--- src/hdl/esp_regs.svh ---
// Constants for the serial EEPROM select and protect front end.
// Assumes inclusion by bare name from the package and design modules.
`ifndef ESP_REGS_SVH
`define ESP_REGS_SVH

`define ESP_CLK_KHZ    125000      // System clock rate in kHz
`define ESP_TWC_MS     5           // Longest internal write cycle, ms
`define ESP_BYTE_BITS  8           // Bits in one serial byte
`define ESP_BIT_LAST   3'h7        // Index of the last bit of a byte
`define ESP_BIT_FIRST  3'h0        // Bit counter at a byte boundary
`define ESP_PIN_IDLE   2'h3        // Synchroniser reset value, pins idle high
`define ESP_FIFO_DEPTH 8           // Receive FIFO depth in bytes

`endif

--- src/hdl/esp_pkg.sv ---
// Types shared by the serial EEPROM front end and its receive FIFO.
// Assumes esp_regs.svh sits on the include path.
`include "esp_regs.svh"

package esp_pkg;

  // Byte received from the serial input
  typedef struct packed {
    logic                      first; // First byte after select
    logic [`ESP_BYTE_BITS-1:0] data;  // Byte, MSB received first
  } esp_rx_t;

  // Select state, Gray coded along standby, active, writing
  typedef enum logic [1:0] {
    ESP_STANDBY = 2'b00,
    ESP_ACTIVE  = 2'b01,
    ESP_WRITING = 2'b11
  } esp_state_t;

endpackage

--- src/hdl/esp_front.sv ---
// Select, clock-edge and write-protect front end of a serial EEPROM.
// Assumes the serial pins arrive asynchronously and a command core sits behind.
`timescale 1ns/100ps
`include "esp_regs.svh"

module esp_front #(
  parameter int TWC_CYCLES = `ESP_TWC_MS * `ESP_CLK_KHZ // Write cycle length, clocks
) (
  input  wire logic                      i_clk,                // System clock
  input  wire logic                      i_rst,                // Async reset, active high
  input  wire logic                      i_ce,                 // Clock enable, freezes state
  input  wire logic                      i_cs_n,               // Chip select pin, active low
  input  wire logic                      i_sck,                // Serial clock pin
  input  wire logic                      i_si,                 // Serial data input pin
  input  wire logic                      i_hold_n,             // Pause pin, active low
  input  wire logic                      i_wp_n,               // Write-protect pin, active low
  output logic                           o_so,                 // Serial data output
  output logic                           o_so_oe,              // Output enable for serial data
  output esp_pkg::esp_rx_t               o_rx,                 // Received byte
  output logic                           o_rx_valid,           // Received byte present
  input  wire logic                      i_rx_ready,           // Core takes received byte
  output logic                           o_rx_overrun,         // Byte lost, FIFO full
  input  wire logic [`ESP_BYTE_BITS-1:0] i_tx_data,            // Next byte to shift out
  output logic                           o_tx_take,            // Pulse: tx byte loaded
  input  wire logic                      i_write_ok,           // Core: a write sequence is armed
  input  wire logic                      i_sr_write,           // Core: armed write targets status
  input  wire logic                      i_protect_pin_enable, // Status enable bit for protect pin
  output logic                           o_write_start,        // Pulse: internal write begins
  output logic                           o_write_busy,         // Internal write in progress
  output logic                           o_sr_blocked,         // Pulse: status write refused
  output logic                           o_frame_abort,        // Pulse: sequence abandoned
  output logic                           o_standby             // Device in standby
);
  import esp_pkg::*;

  localparam int TW = $clog2(TWC_CYCLES + 1);

  // Elaboration check: a zero-length write cycle cannot be counted
  if (TWC_CYCLES < 1) begin : g_param_check
    $error("esp_front: TWC_CYCLES must be at least 1");
  end

  // Pin synchronisers; only the second stage is read by logic
  logic [1:0] cs_sync_ff;
  logic [1:0] sck_sync_ff;
  logic [1:0] si_sync_ff;
  logic [1:0] hold_sync_ff;
  logic [1:0] wp_sync_ff;
  logic       sck_prev_ff;

  always_ff @(posedge i_clk or posedge i_rst) begin
    if (i_rst) begin
      cs_sync_ff   <= `ESP_PIN_IDLE;
      sck_sync_ff  <= '0;
      si_sync_ff   <= '0;
      hold_sync_ff <= `ESP_PIN_IDLE;
      wp_sync_ff   <= `ESP_PIN_IDLE;
      sck_prev_ff  <= 1'b0;
    end else if (i_ce) begin
      cs_sync_ff   <= {cs_sync_ff[0], i_cs_n};
      sck_sync_ff  <= {sck_sync_ff[0], i_sck};
      si_sync_ff   <= {si_sync_ff[0], i_si};
      hold_sync_ff <= {hold_sync_ff[0], i_hold_n};
      wp_sync_ff   <= {wp_sync_ff[0], i_wp_n};
      sck_prev_ff  <= sck_sync_ff[1];
    end
  end

  logic cs_n;
  logic hold_n;
  logic wp_n;
  logic sck_rise;
  logic sck_fall;

  assign cs_n     = cs_sync_ff[1];
  assign hold_n   = hold_sync_ff[1];
  assign wp_n     = wp_sync_ff[1];
  assign sck_rise = sck_sync_ff[1] && !sck_prev_ff;
  assign sck_fall = !sck_sync_ff[1] && sck_prev_ff;

  // Frame tracking; a frame only opens on a select low level seen after reset
  logic frame_ff;
  logic frame_end;
  logic shift_en;

  always_ff @(posedge i_clk or posedge i_rst) begin
    if (i_rst) begin
      frame_ff <= 1'b0;
    end else if (i_ce) begin
      frame_ff <= !cs_n;
    end
  end

  assign frame_end = frame_ff && cs_n;
  // Clock edges count only while selected and not paused
  assign shift_en  = frame_ff && !cs_n && hold_n;

  // Bit and byte position within the frame
  logic [2:0] bit_cnt_ff;
  logic       byte_seen_ff;
  logic       first_ff;

  always_ff @(posedge i_clk or posedge i_rst) begin
    if (i_rst) begin
      bit_cnt_ff   <= `ESP_BIT_FIRST;
      byte_seen_ff <= 1'b0;
      first_ff     <= 1'b1;
    end else if (i_ce) begin
      if (!frame_ff) begin
        bit_cnt_ff   <= `ESP_BIT_FIRST;
        byte_seen_ff <= 1'b0;
        first_ff     <= 1'b1;
      end else if (shift_en && sck_rise) begin
        bit_cnt_ff <= bit_cnt_ff + 3'h1;
        if (bit_cnt_ff == `ESP_BIT_LAST) begin
          byte_seen_ff <= 1'b1;
          first_ff     <= 1'b0;
        end
      end
    end
  end

  // Input shift register, sampled on the rising clock edge
  logic [`ESP_BYTE_BITS-1:0] rx_shift_ff;
  logic [`ESP_BYTE_BITS-1:0] nxt_rx_byte;
  logic                      rx_push;

  assign nxt_rx_byte = {rx_shift_ff[`ESP_BYTE_BITS-2:0], si_sync_ff[1]};
  assign rx_push     = shift_en && sck_rise && (bit_cnt_ff == `ESP_BIT_LAST);

  always_ff @(posedge i_clk or posedge i_rst) begin
    if (i_rst) begin
      rx_shift_ff <= '0;
    end else if (i_ce && shift_en && sck_rise) begin
      rx_shift_ff <= nxt_rx_byte;
    end
  end

  // Receive FIFO; the master cannot be stalled, so a full FIFO drops the byte
  esp_rx_t fifo_in;
  logic    fifo_ready;

  assign fifo_in.first = first_ff;
  assign fifo_in.data  = nxt_rx_byte;

  esp_fifo #(
    .WIDTH ($bits(esp_rx_t)),
    .DEPTH (`ESP_FIFO_DEPTH)
  ) u_rx_fifo (
    .i_clk      (i_clk),
    .i_rst      (i_rst),
    .i_ce       (i_ce),
    .i_wr_data  (fifo_in),
    .i_wr_valid (rx_push),
    .o_wr_ready (fifo_ready),
    .o_rd_data  (o_rx),
    .o_rd_valid (o_rx_valid),
    .i_rd_ready (i_rx_ready)
  );

  // Overrun is sticky until the next frame opens; a loss in that cycle still sets it
  logic overrun_ff;

  always_ff @(posedge i_clk or posedge i_rst) begin
    if (i_rst) begin
      overrun_ff <= 1'b0;
    end else if (i_ce) begin
      if (rx_push && !fifo_ready) begin
        overrun_ff <= 1'b1;
      end else if (!frame_ff && !cs_n) begin
        overrun_ff <= 1'b0;
      end
    end
  end

  assign o_rx_overrun = overrun_ff;

  // Output shifter, moves after the falling clock edge
  logic [`ESP_BYTE_BITS-1:0] tx_shift_ff;
  logic                      so_ff;
  logic                      tx_take_ff;

  always_ff @(posedge i_clk or posedge i_rst) begin
    if (i_rst) begin
      tx_shift_ff <= '0;
      so_ff       <= 1'b0;
      tx_take_ff  <= 1'b0;
    end else if (i_ce) begin
      tx_take_ff <= 1'b0;
      if (shift_en && sck_fall) begin
        if (bit_cnt_ff == `ESP_BIT_FIRST) begin
          so_ff       <= i_tx_data[`ESP_BYTE_BITS-1];
          tx_shift_ff <= {i_tx_data[`ESP_BYTE_BITS-2:0], 1'b0};
          tx_take_ff  <= 1'b1;
        end else begin
          so_ff       <= tx_shift_ff[`ESP_BYTE_BITS-1];
          tx_shift_ff <= {tx_shift_ff[`ESP_BYTE_BITS-2:0], 1'b0};
        end
      end
    end
  end

  assign o_so      = so_ff;
  assign o_tx_take = tx_take_ff;
  // Released when deselected or paused, so others can share the line
  assign o_so_oe   = frame_ff && !cs_n && hold_n;

  // End-of-frame decision: start a write, refuse a status write, or abandon
  esp_state_t state_ff;
  logic       seq_valid;
  logic       protect_hit;
  logic       start_write;

  // A write counts only when select rises on a byte boundary after whole data
  assign seq_valid   = i_write_ok && byte_seen_ff && (bit_cnt_ff == `ESP_BIT_FIRST);
  // The pin is looked at only when the enable bit is set
  assign protect_hit = i_sr_write && i_protect_pin_enable && !wp_n;
  assign start_write = frame_end && seq_valid && !protect_hit && (state_ff != ESP_WRITING);

  // Select state machine
  logic [TW-1:0] wc_cnt_ff;
  logic          wc_done;

  assign wc_done = (state_ff == ESP_WRITING) && (wc_cnt_ff == TW'(TWC_CYCLES - 1));

  always_ff @(posedge i_clk or posedge i_rst) begin
    if (i_rst) begin
      state_ff <= ESP_STANDBY;
    end else if (i_ce) begin
      case (state_ff)
        ESP_STANDBY: begin
          if (!cs_n) begin
            state_ff <= ESP_ACTIVE;
          end
        end
        ESP_ACTIVE: begin
          if (start_write) begin
            state_ff <= ESP_WRITING;
          end else if (cs_n) begin
            state_ff <= ESP_STANDBY;
          end
        end
        ESP_WRITING: begin
          // Select has no say until the cycle is over
          if (wc_done) begin
            state_ff <= cs_n ? ESP_STANDBY : ESP_ACTIVE;
          end
        end
        default: begin
          state_ff <= ESP_STANDBY;
        end
      endcase
    end
  end

  // Self-timed write counter; the protect pin is not an input here at all
  always_ff @(posedge i_clk or posedge i_rst) begin
    if (i_rst) begin
      wc_cnt_ff <= '0;
    end else if (i_ce) begin
      if (start_write || state_ff != ESP_WRITING) begin
        wc_cnt_ff <= '0;
      end else begin
        wc_cnt_ff <= wc_cnt_ff + TW'(1);
      end
    end
  end

  // Event pulses, one clock each
  logic write_start_ff;
  logic sr_blocked_ff;
  logic abort_ff;

  always_ff @(posedge i_clk or posedge i_rst) begin
    if (i_rst) begin
      write_start_ff <= 1'b0;
      sr_blocked_ff  <= 1'b0;
      abort_ff       <= 1'b0;
    end else if (i_ce) begin
      write_start_ff <= start_write;
      sr_blocked_ff  <= frame_end && seq_valid && protect_hit;
      abort_ff       <= frame_end && !seq_valid && (bit_cnt_ff != `ESP_BIT_FIRST);
    end
  end

  assign o_write_start = write_start_ff;
  assign o_sr_blocked  = sr_blocked_ff;
  assign o_frame_abort = abort_ff;
  assign o_write_busy  = (state_ff == ESP_WRITING);
  assign o_standby     = (state_ff == ESP_STANDBY);

endmodule

--- src/hdl/esp_fifo.sv ---
// Small shift-register FIFO; the head entry is a register, so read data is registered.
// Assumes one clock, a clock enable and an asynchronous active-high reset.
`timescale 1ns/100ps
`include "esp_regs.svh"

module esp_fifo #(
  parameter int WIDTH = 9,                  // Word width
  parameter int DEPTH = `ESP_FIFO_DEPTH     // Entries
) (
  input  wire logic             i_clk,      // Clock
  input  wire logic             i_rst,      // Async reset, active high
  input  wire logic             i_ce,       // Clock enable
  input  wire logic [WIDTH-1:0] i_wr_data,  // Write word
  input  wire logic             i_wr_valid, // Write request
  output logic                  o_wr_ready, // Room for a word
  output logic      [WIDTH-1:0] o_rd_data,  // Head word
  output logic                  o_rd_valid, // Head word present
  input  wire logic             i_rd_ready  // Reader takes head
);

  localparam int CW = $clog2(DEPTH + 1);

  // Elaboration check: the shift scheme needs at least two entries
  if (DEPTH < 2 || WIDTH < 1) begin : g_param_check
    $error("esp_fifo: DEPTH must be at least 2 and WIDTH at least 1");
  end

  logic [WIDTH-1:0] mem_ff [DEPTH];
  logic [CW-1:0]    count_ff;
  logic             push;
  logic             pop;

  // Full and empty come straight from the count
  assign o_wr_ready = (count_ff != CW'(DEPTH));
  assign o_rd_valid = (count_ff != '0);
  assign o_rd_data  = mem_ff[0];
  assign push       = i_wr_valid && o_wr_ready;
  assign pop        = o_rd_valid && i_rd_ready;

  // Occupancy
  always_ff @(posedge i_clk or posedge i_rst) begin
    if (i_rst) begin
      count_ff <= '0;
    end else if (i_ce) begin
      count_ff <= count_ff + CW'(push) - CW'(pop);
    end
  end

  // Each entry shifts toward the head on pop and takes the new word at the tail
  for (genvar g = 0; g < DEPTH; g++) begin : g_entry
    always_ff @(posedge i_clk or posedge i_rst) begin
      if (i_rst) begin
        mem_ff[g] <= '0;
      end else if (i_ce) begin
        if (push && (CW'(g) == count_ff - CW'(pop))) begin
          mem_ff[g] <= i_wr_data;
        end else if (pop) begin
          mem_ff[g] <= (g == DEPTH - 1) ? mem_ff[g] : mem_ff[(g + 1) % DEPTH];
        end
      end
    end
  end

endmodule

--- config.mk ---
export PLATFORM = sky130hd
export DESIGN_NAME = esp_front
export DESIGN_NICKNAME = d
export VERILOG_FILES = /design/src/hdl/esp_pkg.sv /design/src/hdl/esp_front.sv /design/src/hdl/esp_fifo.sv
export VERILOG_INCLUDE_DIRS = /design/src /design/src/hdl
export SDC_FILE = /design/constraint.sdc
export NUM_CORES = 1
export LEC_CHECK = 0
export BUFFER_PORTS_ARGS = -buffer_cell sky130_fd_sc_hd__buf_2
export CORE_ASPECT_RATIO = 0.7
export CORE_MARGIN = 5
export CORE_UTILIZATION = 55
export DETAILED_ROUTE_END_ITERATION = 16
export PLACE_DENSITY_LB_ADDON = 0.2
export SYNTH_ARGS = -nofsm -noshare
export SYNTH_HDL_FRONTEND = slang
export SYNTH_SLANG_ARGS = --single-unit
--- constraint.sdc ---
create_clock -name i_clk -period 4.05 [get_ports i_clk]
set_input_delay 0.2025 -clock i_clk [delete_from_list [all_inputs] [get_ports i_clk]]
set_output_delay 0.2025 -clock i_clk [all_outputs]
set_load 0.005 [all_outputs]
======== Word-level counts from Yosys, hierarchy flattened ========
Cells that the tools add are included.
word-level totals
  bits in registers ....................... 136
  word-level logic and storage cells ...... 155
cells by class
  add/subtract/negate cells ............... 5
  equality and inequality tests ........... 18
  mux-type cells .......................... 35
  reduce and logical (&&, ||, !) cells .... 68
operators with widths
  operator                                                                  count
  9-bit two-way mux                                                         14
  1-bit logical AND                                                         33
  2-bit AND reduction                                                       11
  20-bit by 1-bit adder with 20-bit output (second input constant)          1
  20-bit == test (second input constant)                                    1
  20-bit two-way mux                                                        1
  3-bit by 4-bit == test with 1-bit output (first input constant)           4
  2-bit nonzero test                                                        8
  1-bit two-way mux                                                         12
  2-bit by 4-bit == test with 1-bit output (first input constant)           2
  1-bit zero test                                                           8
  2-bit two-way mux                                                         4
  8-bit two-way mux                                                         1
  4-bit by 1-bit subtractor with 4-bit output                               2
  3-bit two-way mux                                                         2
  2-bit by 1-bit inequality test with 1-bit output (second input constant)  3
  2-bit case mux with 3 select lines                                        1
  4-bit by 1-bit adder with 4-bit output                                    1
  1-bit by 4-bit == test with 1-bit output (first input constant)           1
  4-bit zero test                                                           1
  2-bit inequality test (second input constant)                             2
  4-bit inequality test (second input constant)                             1
  4-bit AND reduction                                                       1
  4-bit nonzero test                                                        1
  10 further kinds                                                          10

======== Depth between registers and ports, before layout ========
  word-level depth ........................ 9
  mapped depth ............................ 13
  gate-level depth less buffers ........... 12

======== Modules after synthesis ========
A second synthesis with hierarchy kept.
second synthesis, totals
  cell total of the unflattened synthesis .. 647
  area total of the unflattened synthesis .. 6889.1 sq um
modules (own cells, without submodules)
  module     instances  cells each  area an instance (sq um)
  esp_fifo   1          394         4106.4
  esp_front  1          253         2782.7

======== Least setup slack after synthesis ========
Ideal clock, no wire load.
  path kind ............................... flip-flop to flip-flop
  start ................................... register u_rx_fifo.count_ff[2]
  end ..................................... register u_rx_fifo.mem_ff[0] (netlist name)
  data arrival time ....................... 2.793 ns
  required time ........................... 3.925 ns
  path slack .............................. 1.133 ns
  cell stages (with the launch flop) ...... 13
  buffers on the path ..................... 1
  cells stage by stage .................... dfrtp_1 -> inv_1 -> ha_1 -> or3b_4 -> and2_1 -> ha_1 -> ha_1 -> inv_1 -> nand4_1 -> a21oi_2 -> buf_4 -> nand2_4 -> mux2_2
between the ends
  word-level cells in the longest chain between the ends .. 6
  elaborated cells between the ends (all ways) .. 8
  those cells by class .................... add/sub: 1; eq/ne: 2; reduce/logical: 5
RTL lines
  what                                         line             RTL
  start: declaration                           esp_fifo.sv:29   logic [CW-1:0] count_ff;
  start signal: assignment                     esp_fifo.sv:45   count_ff <= count_ff + CW'(push) - CW'(pop);
  4-bit nonzero test                           esp_fifo.sv:35   assign o_rd_valid = (count_ff != '0);
  via o_rx_valid                               esp_front.sv:20  output logic o_rx_valid,
  1-bit logical AND                            esp_fifo.sv:38   assign pop = o_rd_valid && i_rd_ready;
  4-bit by 1-bit subtractor with 4-bit output  esp_fifo.sv:55   if (push && (CW'(g) == count_ff - CW'(pop))) begin
  3-bit by 4-bit == test with 1-bit output     esp_fifo.sv:55
  1-bit logical AND                            esp_fifo.sv:55
  2-bit AND reduction (no line)                --
  end signal: indexed assignment               esp_fifo.sv:56   mem_ff[g] <= i_wr_data;
  end signal: indexed assignment               esp_fifo.sv:58   mem_ff[g] <= (g == DEPTH - 1) ? mem_ff[g] : mem_ff[(g + 1) % DEPTH];
  end: declaration                             esp_fifo.sv:28   logic [WIDTH-1:0] mem_ff [DEPTH];
The timed path passes the listed nets, and every way through them passes these cells.
A chain may end at the register's enable or synchronous reset.

======== Worst setup path after layout ========
  start ................................... register u_rx_fifo.count_ff[2]
  end ..................................... register u_rx_fifo.mem_ff[9] (netlist name)
between the ends
  word-level cells in the longest chain between the ends .. 7
  elaborated cells between the ends (all ways) .. 10
  those cells by class .................... add/sub: 1; eq/ne: 2; mux: 1; reduce/logical: 6
RTL lines
  what                                         line
  4-bit nonzero test                           esp_fifo.sv:35
  1-bit logical AND                            esp_fifo.sv:38
  4-bit by 1-bit subtractor with 4-bit output  esp_fifo.sv:55
  3-bit by 4-bit == test with 1-bit output     esp_fifo.sv:55
  1-bit logical AND                            esp_fifo.sv:55
  2-bit nonzero test (no line)                 --
  2-bit AND reduction (no line)                --
Parallel ways exist; a longest one is shown, timed or not.

==> impl_metrics.env <==
export IMPL_run_status="completed"
export IMPL_antenna_cells=0
export IMPL_cts_root_buffer="clkbuf_16"
export IMPL_grt_pass1_wl_mm=25.4
export IMPL_cts_tree="done"
export IMPL_arrival_ns=3.81
export IMPL_path_class="flop to flop"
export IMPL_cpMaxStageDelayCell="a21oi_2"
export IMPL_port_buffers=38
export IMPL_critical_path_top_delay_family="simple AND/OR/NAND/NOR gates"
export IMPL_dp_hpwl_mm=10.4
export IMPL_grt_total_usage=0.218
export IMPL_yosysUniqueCellTypes=64
export IMPL_grt_start_max_net_pins=81
export IMPL_die_h_um=103
export IMPL_regArea_um2=3390
export IMPL_cp_end_kind="flop"
export IMPL_post_route_util=0.619
export IMPL_syn_inst=603
export IMPL_drc_errors=0
export IMPL_syn_to_final_growth_pct=11.5
export IMPL_io_pins=39
export IMPL_tns_ns=0
export IMPL_clkTransAtPathRegs_ns=0.05
export IMPL_ant_nets=0
export IMPL_fmax_mhz=289
export IMPL_power_leakage_nw=3.25
export IMPL_overflow=0
export IMPL_num_vias=4899
export IMPL_p_total_mw=4.92
export IMPL_ir_drop_v=0.000408
export IMPL_drive_gt1_frac=0.284
export IMPL_fin_crit_ns=3.46
export IMPL_combinationalPowerShare=0.282
export IMPL_nNetsFinal=662
export IMPL_yosysWarningCount=0
export IMPL_drt_pass1_iterations=4
export IMPL_clock_power_share=0.294
export IMPL_p_seq_frac=0.424
export IMPL_synth_cell_area_um2=6800
export IMPL_core_area_um2=12300
export IMPL_hold_viol=0
export IMPL_startpoint_type="flop"
export IMPL_min_path_type="primary input to flop"
export IMPL_clock_latency_ns=0.41
export IMPL_whs_path_depth=2
export IMPL_setup_viol=0
export IMPL_slowest_delay_ns=0.57
export IMPL_multi_input_area_um2=3110
export IMPL_cap_viol_max_count=0
export IMPL_power_internal_mw=3.36
export IMPL_avgSynthCellArea_um2=11.3
export IMPL_cts_buffers=17
export IMPL_viasPerCell=6.11
export IMPL_power_switching_mw=1.56
export IMPL_seq_area_frac_synth=0.498
export IMPL_rows=34
export IMPL_drtIter0Drc=436
export IMPL_fill_cells=968
export IMPL_die_area_um2=14700
export IMPL_drv_slew=0
export IMPL_cp_common_cell="ha_1"
export IMPL_place_congestion=0.896
export IMPL_switching_share=0.317
export IMPL_avgRoutedWirePerCell_um=18.7
export IMPL_cts_buffer_depth=2
export IMPL_worstMarginPinSlew_ns=1.06
export IMPL_slew_headroom=0.287
export IMPL_p_per_area_nw_per_um2=648
export IMPL_worstPathMaxFanout=12
export IMPL_async_reset_ff_frac=1.00
export IMPL_synth_edf_count=0
export IMPL_synthesis_nets=638
export IMPL_start_util=0.555
export IMPL_htreeDepth=4
export IMPL_cp_cell_sequence="inv_1 -> ha_1 -> or3b_4 -> and2_1 -> ha_1 -> ha_1 -> inv_1 -> nand4_1 -> a21oi_2 -> and2_1 -> o221a_2"
export IMPL_cts_sinks=135
export IMPL_grt_pass1_vias=4906
export IMPL_crit_cells=11
export IMPL_post_route_period_util=0.854
export IMPL_rsz0062_at_grt="false"
export IMPL_finalClockSkew_ns=0.00903
export IMPL_synth_top_flop_cell="dfrtp_1"
export IMPL_synth_seq_cells=135
export IMPL_path_buf_inv=2
export IMPL_reg2reg_depth=11
export IMPL_routed_wl_mm=15.0
export IMPL_cp_required_ns=4.40
export IMPL_die_w_um=143
export IMPL_ff2ff_setup_slack_ns=0.59
export IMPL_antenna_found_initial=0
==> layout by cell type (no fill, tap or decap), types with 21 or more instances in the layout <==
cell / Yosys / final
nor2_1: 39 / 39
nand2b_1: 21 / 21
o221a_2: 54 / 54
nand3_1: 30 / 30
or3_1: 37 / 37
buf_2: 8 / 38
dfrtp_1: 128 / 128
nand2_1: 32 / 32
mux2_2: 27 / 27
==> stage by stage <==
| step | setup slack, ns | hold WS [ns] | std cells | area, um^2 |
|---|---|---|---|---|
| final | 0.591 | 0.0179 | 802 | 7590 |
| after global routing | 0.382 | 0.0115 | 802 | 7590 |
| after CTS | 0.590 | 0.00294 | 802 | 7590 |
| after detailed placement | 0.607 | 0.364 | 769 | 7020 |
| after global placement | 0.780 | 0.364 | 769 | 7020 |
| after floorplan | 0.248 | 0.342 | 603 | 6800 |
==> registers in the layout, summed over array words and instances (netlist names), 3 cells and up <==
name,cells
u_rx_fifo.count_ff,4
bit_cnt_ff,3
u_rx_fifo.o_rd_data,9
tx_shift_ff,7
rx_shift_ff,7
wc_cnt_ff,20
u_rx_fifo.mem_ff,63
==> Yosys cell counts (all sizes together) (2+ instances only) <==
library cell | number | area (um^2)
nor3 | 5 | 35.0
dfstp | 7 | 184
or3 | 38 | 243
or3b | 2 | 20.0
and2 | 5 | 31.3
nand3 | 30 | 150
dfrtp | 128 | 3200
o31ai | 2 | 15.0
nand4 | 9 | 56.3
and4 | 2 | 17.5
o221a | 54 | 608
xor2 | 11 | 96.3
mux2i | 17 | 170
buf | 24 | 164
xnor2 | 7 | 61.3
a21oi | 7 | 38.8
or2 | 3 | 18.8
nand2 | 33 | 131
ha | 14 | 175
a211oi | 4 | 65.1
nor4 | 6 | 50.0
o21ai | 17 | 85.1
a211o | 2 | 26.3
a22oi | 2 | 15.0
a31o | 4 | 35.0
o2bb2ai | 2 | 17.5
and3 | 4 | 30.0
nand2b | 22 | 145
nand4b | 3 | 32.5
inv | 18 | 67.6
a21o | 5 | 37.5
o22ai | 4 | 25.0
nor2 | 39 | 146
o21a | 10 | 75.1
nor2b | 9 | 56.3
clkbuf | 16 | 67.6
mux2 | 27 | 304
==> cell families after synthesis <==
logic type | Yosys count | synth area share
multiplexers | 44 | 0.0697
AO/OA/AOI/OAI | 118 | 0.160
adder cells (fa/ha/maj) | 15 | 0.0287
XOR/XNOR | 18 | 0.0232
flip-flops | 135 | 0.498
AND/OR/NAND/NOR | 214 | 0.176
buffers and inverters | 59 | 0.0445
==> worst reg2reg max path: cells and delay by family (launching register included) <==
kind / cells / cell delay [ns]
AND/OR/NAND/NOR: 4 / 1.23
flip-flops: 1 / 0.39
adder cells (fa/ha/maj): 3 / 0.68
buffers and inverters: 2 / 0.27
AO/OA/AOI/OAI: 2 / 0.82
==> final timing paths <==
path                                       start                  end
hold / removal                            i_wp_n        wp_sync_ff[0]
min in group asynchronous                  i_rst        wc_cnt_ff[17]
setup / recovery           u_rx_fifo.count_ff[2]  u_rx_fifo.mem_ff[9]
max in group asynchronous                  i_rst       rx_shift_ff[3]
setup reg to reg           u_rx_fifo.count_ff[2]  u_rx_fifo.mem_ff[9]
hold reg to reg                   tx_shift_ff[4]       tx_shift_ff[4]
==> area by class of cell <==
| cell class | count | share of cell area |
|---|---|---|
| sequential | 135 | 0.446 |
| multi-input combinational | 409 | 0.410 |
| clock buffer | 22 | 0.0586 |
| timing repair buffer | 45 | 0.0340 |
| tap | 162 | 0.0267 |
| clock inverter | 10 | 0.0142 |
| inverter | 19 | 0.00973 |
==> layer usage <==
metal  wire, um  up-vias  track usage  part of all wire
met3        923       18       0.0598             0.062
li1           -     2261            -                 -
met5          0        -            0                 0
met1       7270     2483        0.318              0.48
met4        163        0       0.0584             0.011
met2       6640      137        0.325              0.44
==> power by group through the flow <==
stage | clock [mW] | sequential, mW | combinational (mW)
floorplan | 0 | 1.98 | 1.19
global placement | 0 | 2.08 | 1.33
detailed placement | 0 | 2.09 | 1.38
CTS | 1.48 | 2.08 | 1.39
global route | 1.54 | 2.14 | 1.54
finish | 1.45 | 2.09 | 1.38
==> repair_timing <==
item	CTS	global route
buffers inserted	0	0
gates resized for setup	0	0
hold buffers	1	0
endpoints found under the hold margin	48	0
(Power assumes the default switching activity.)
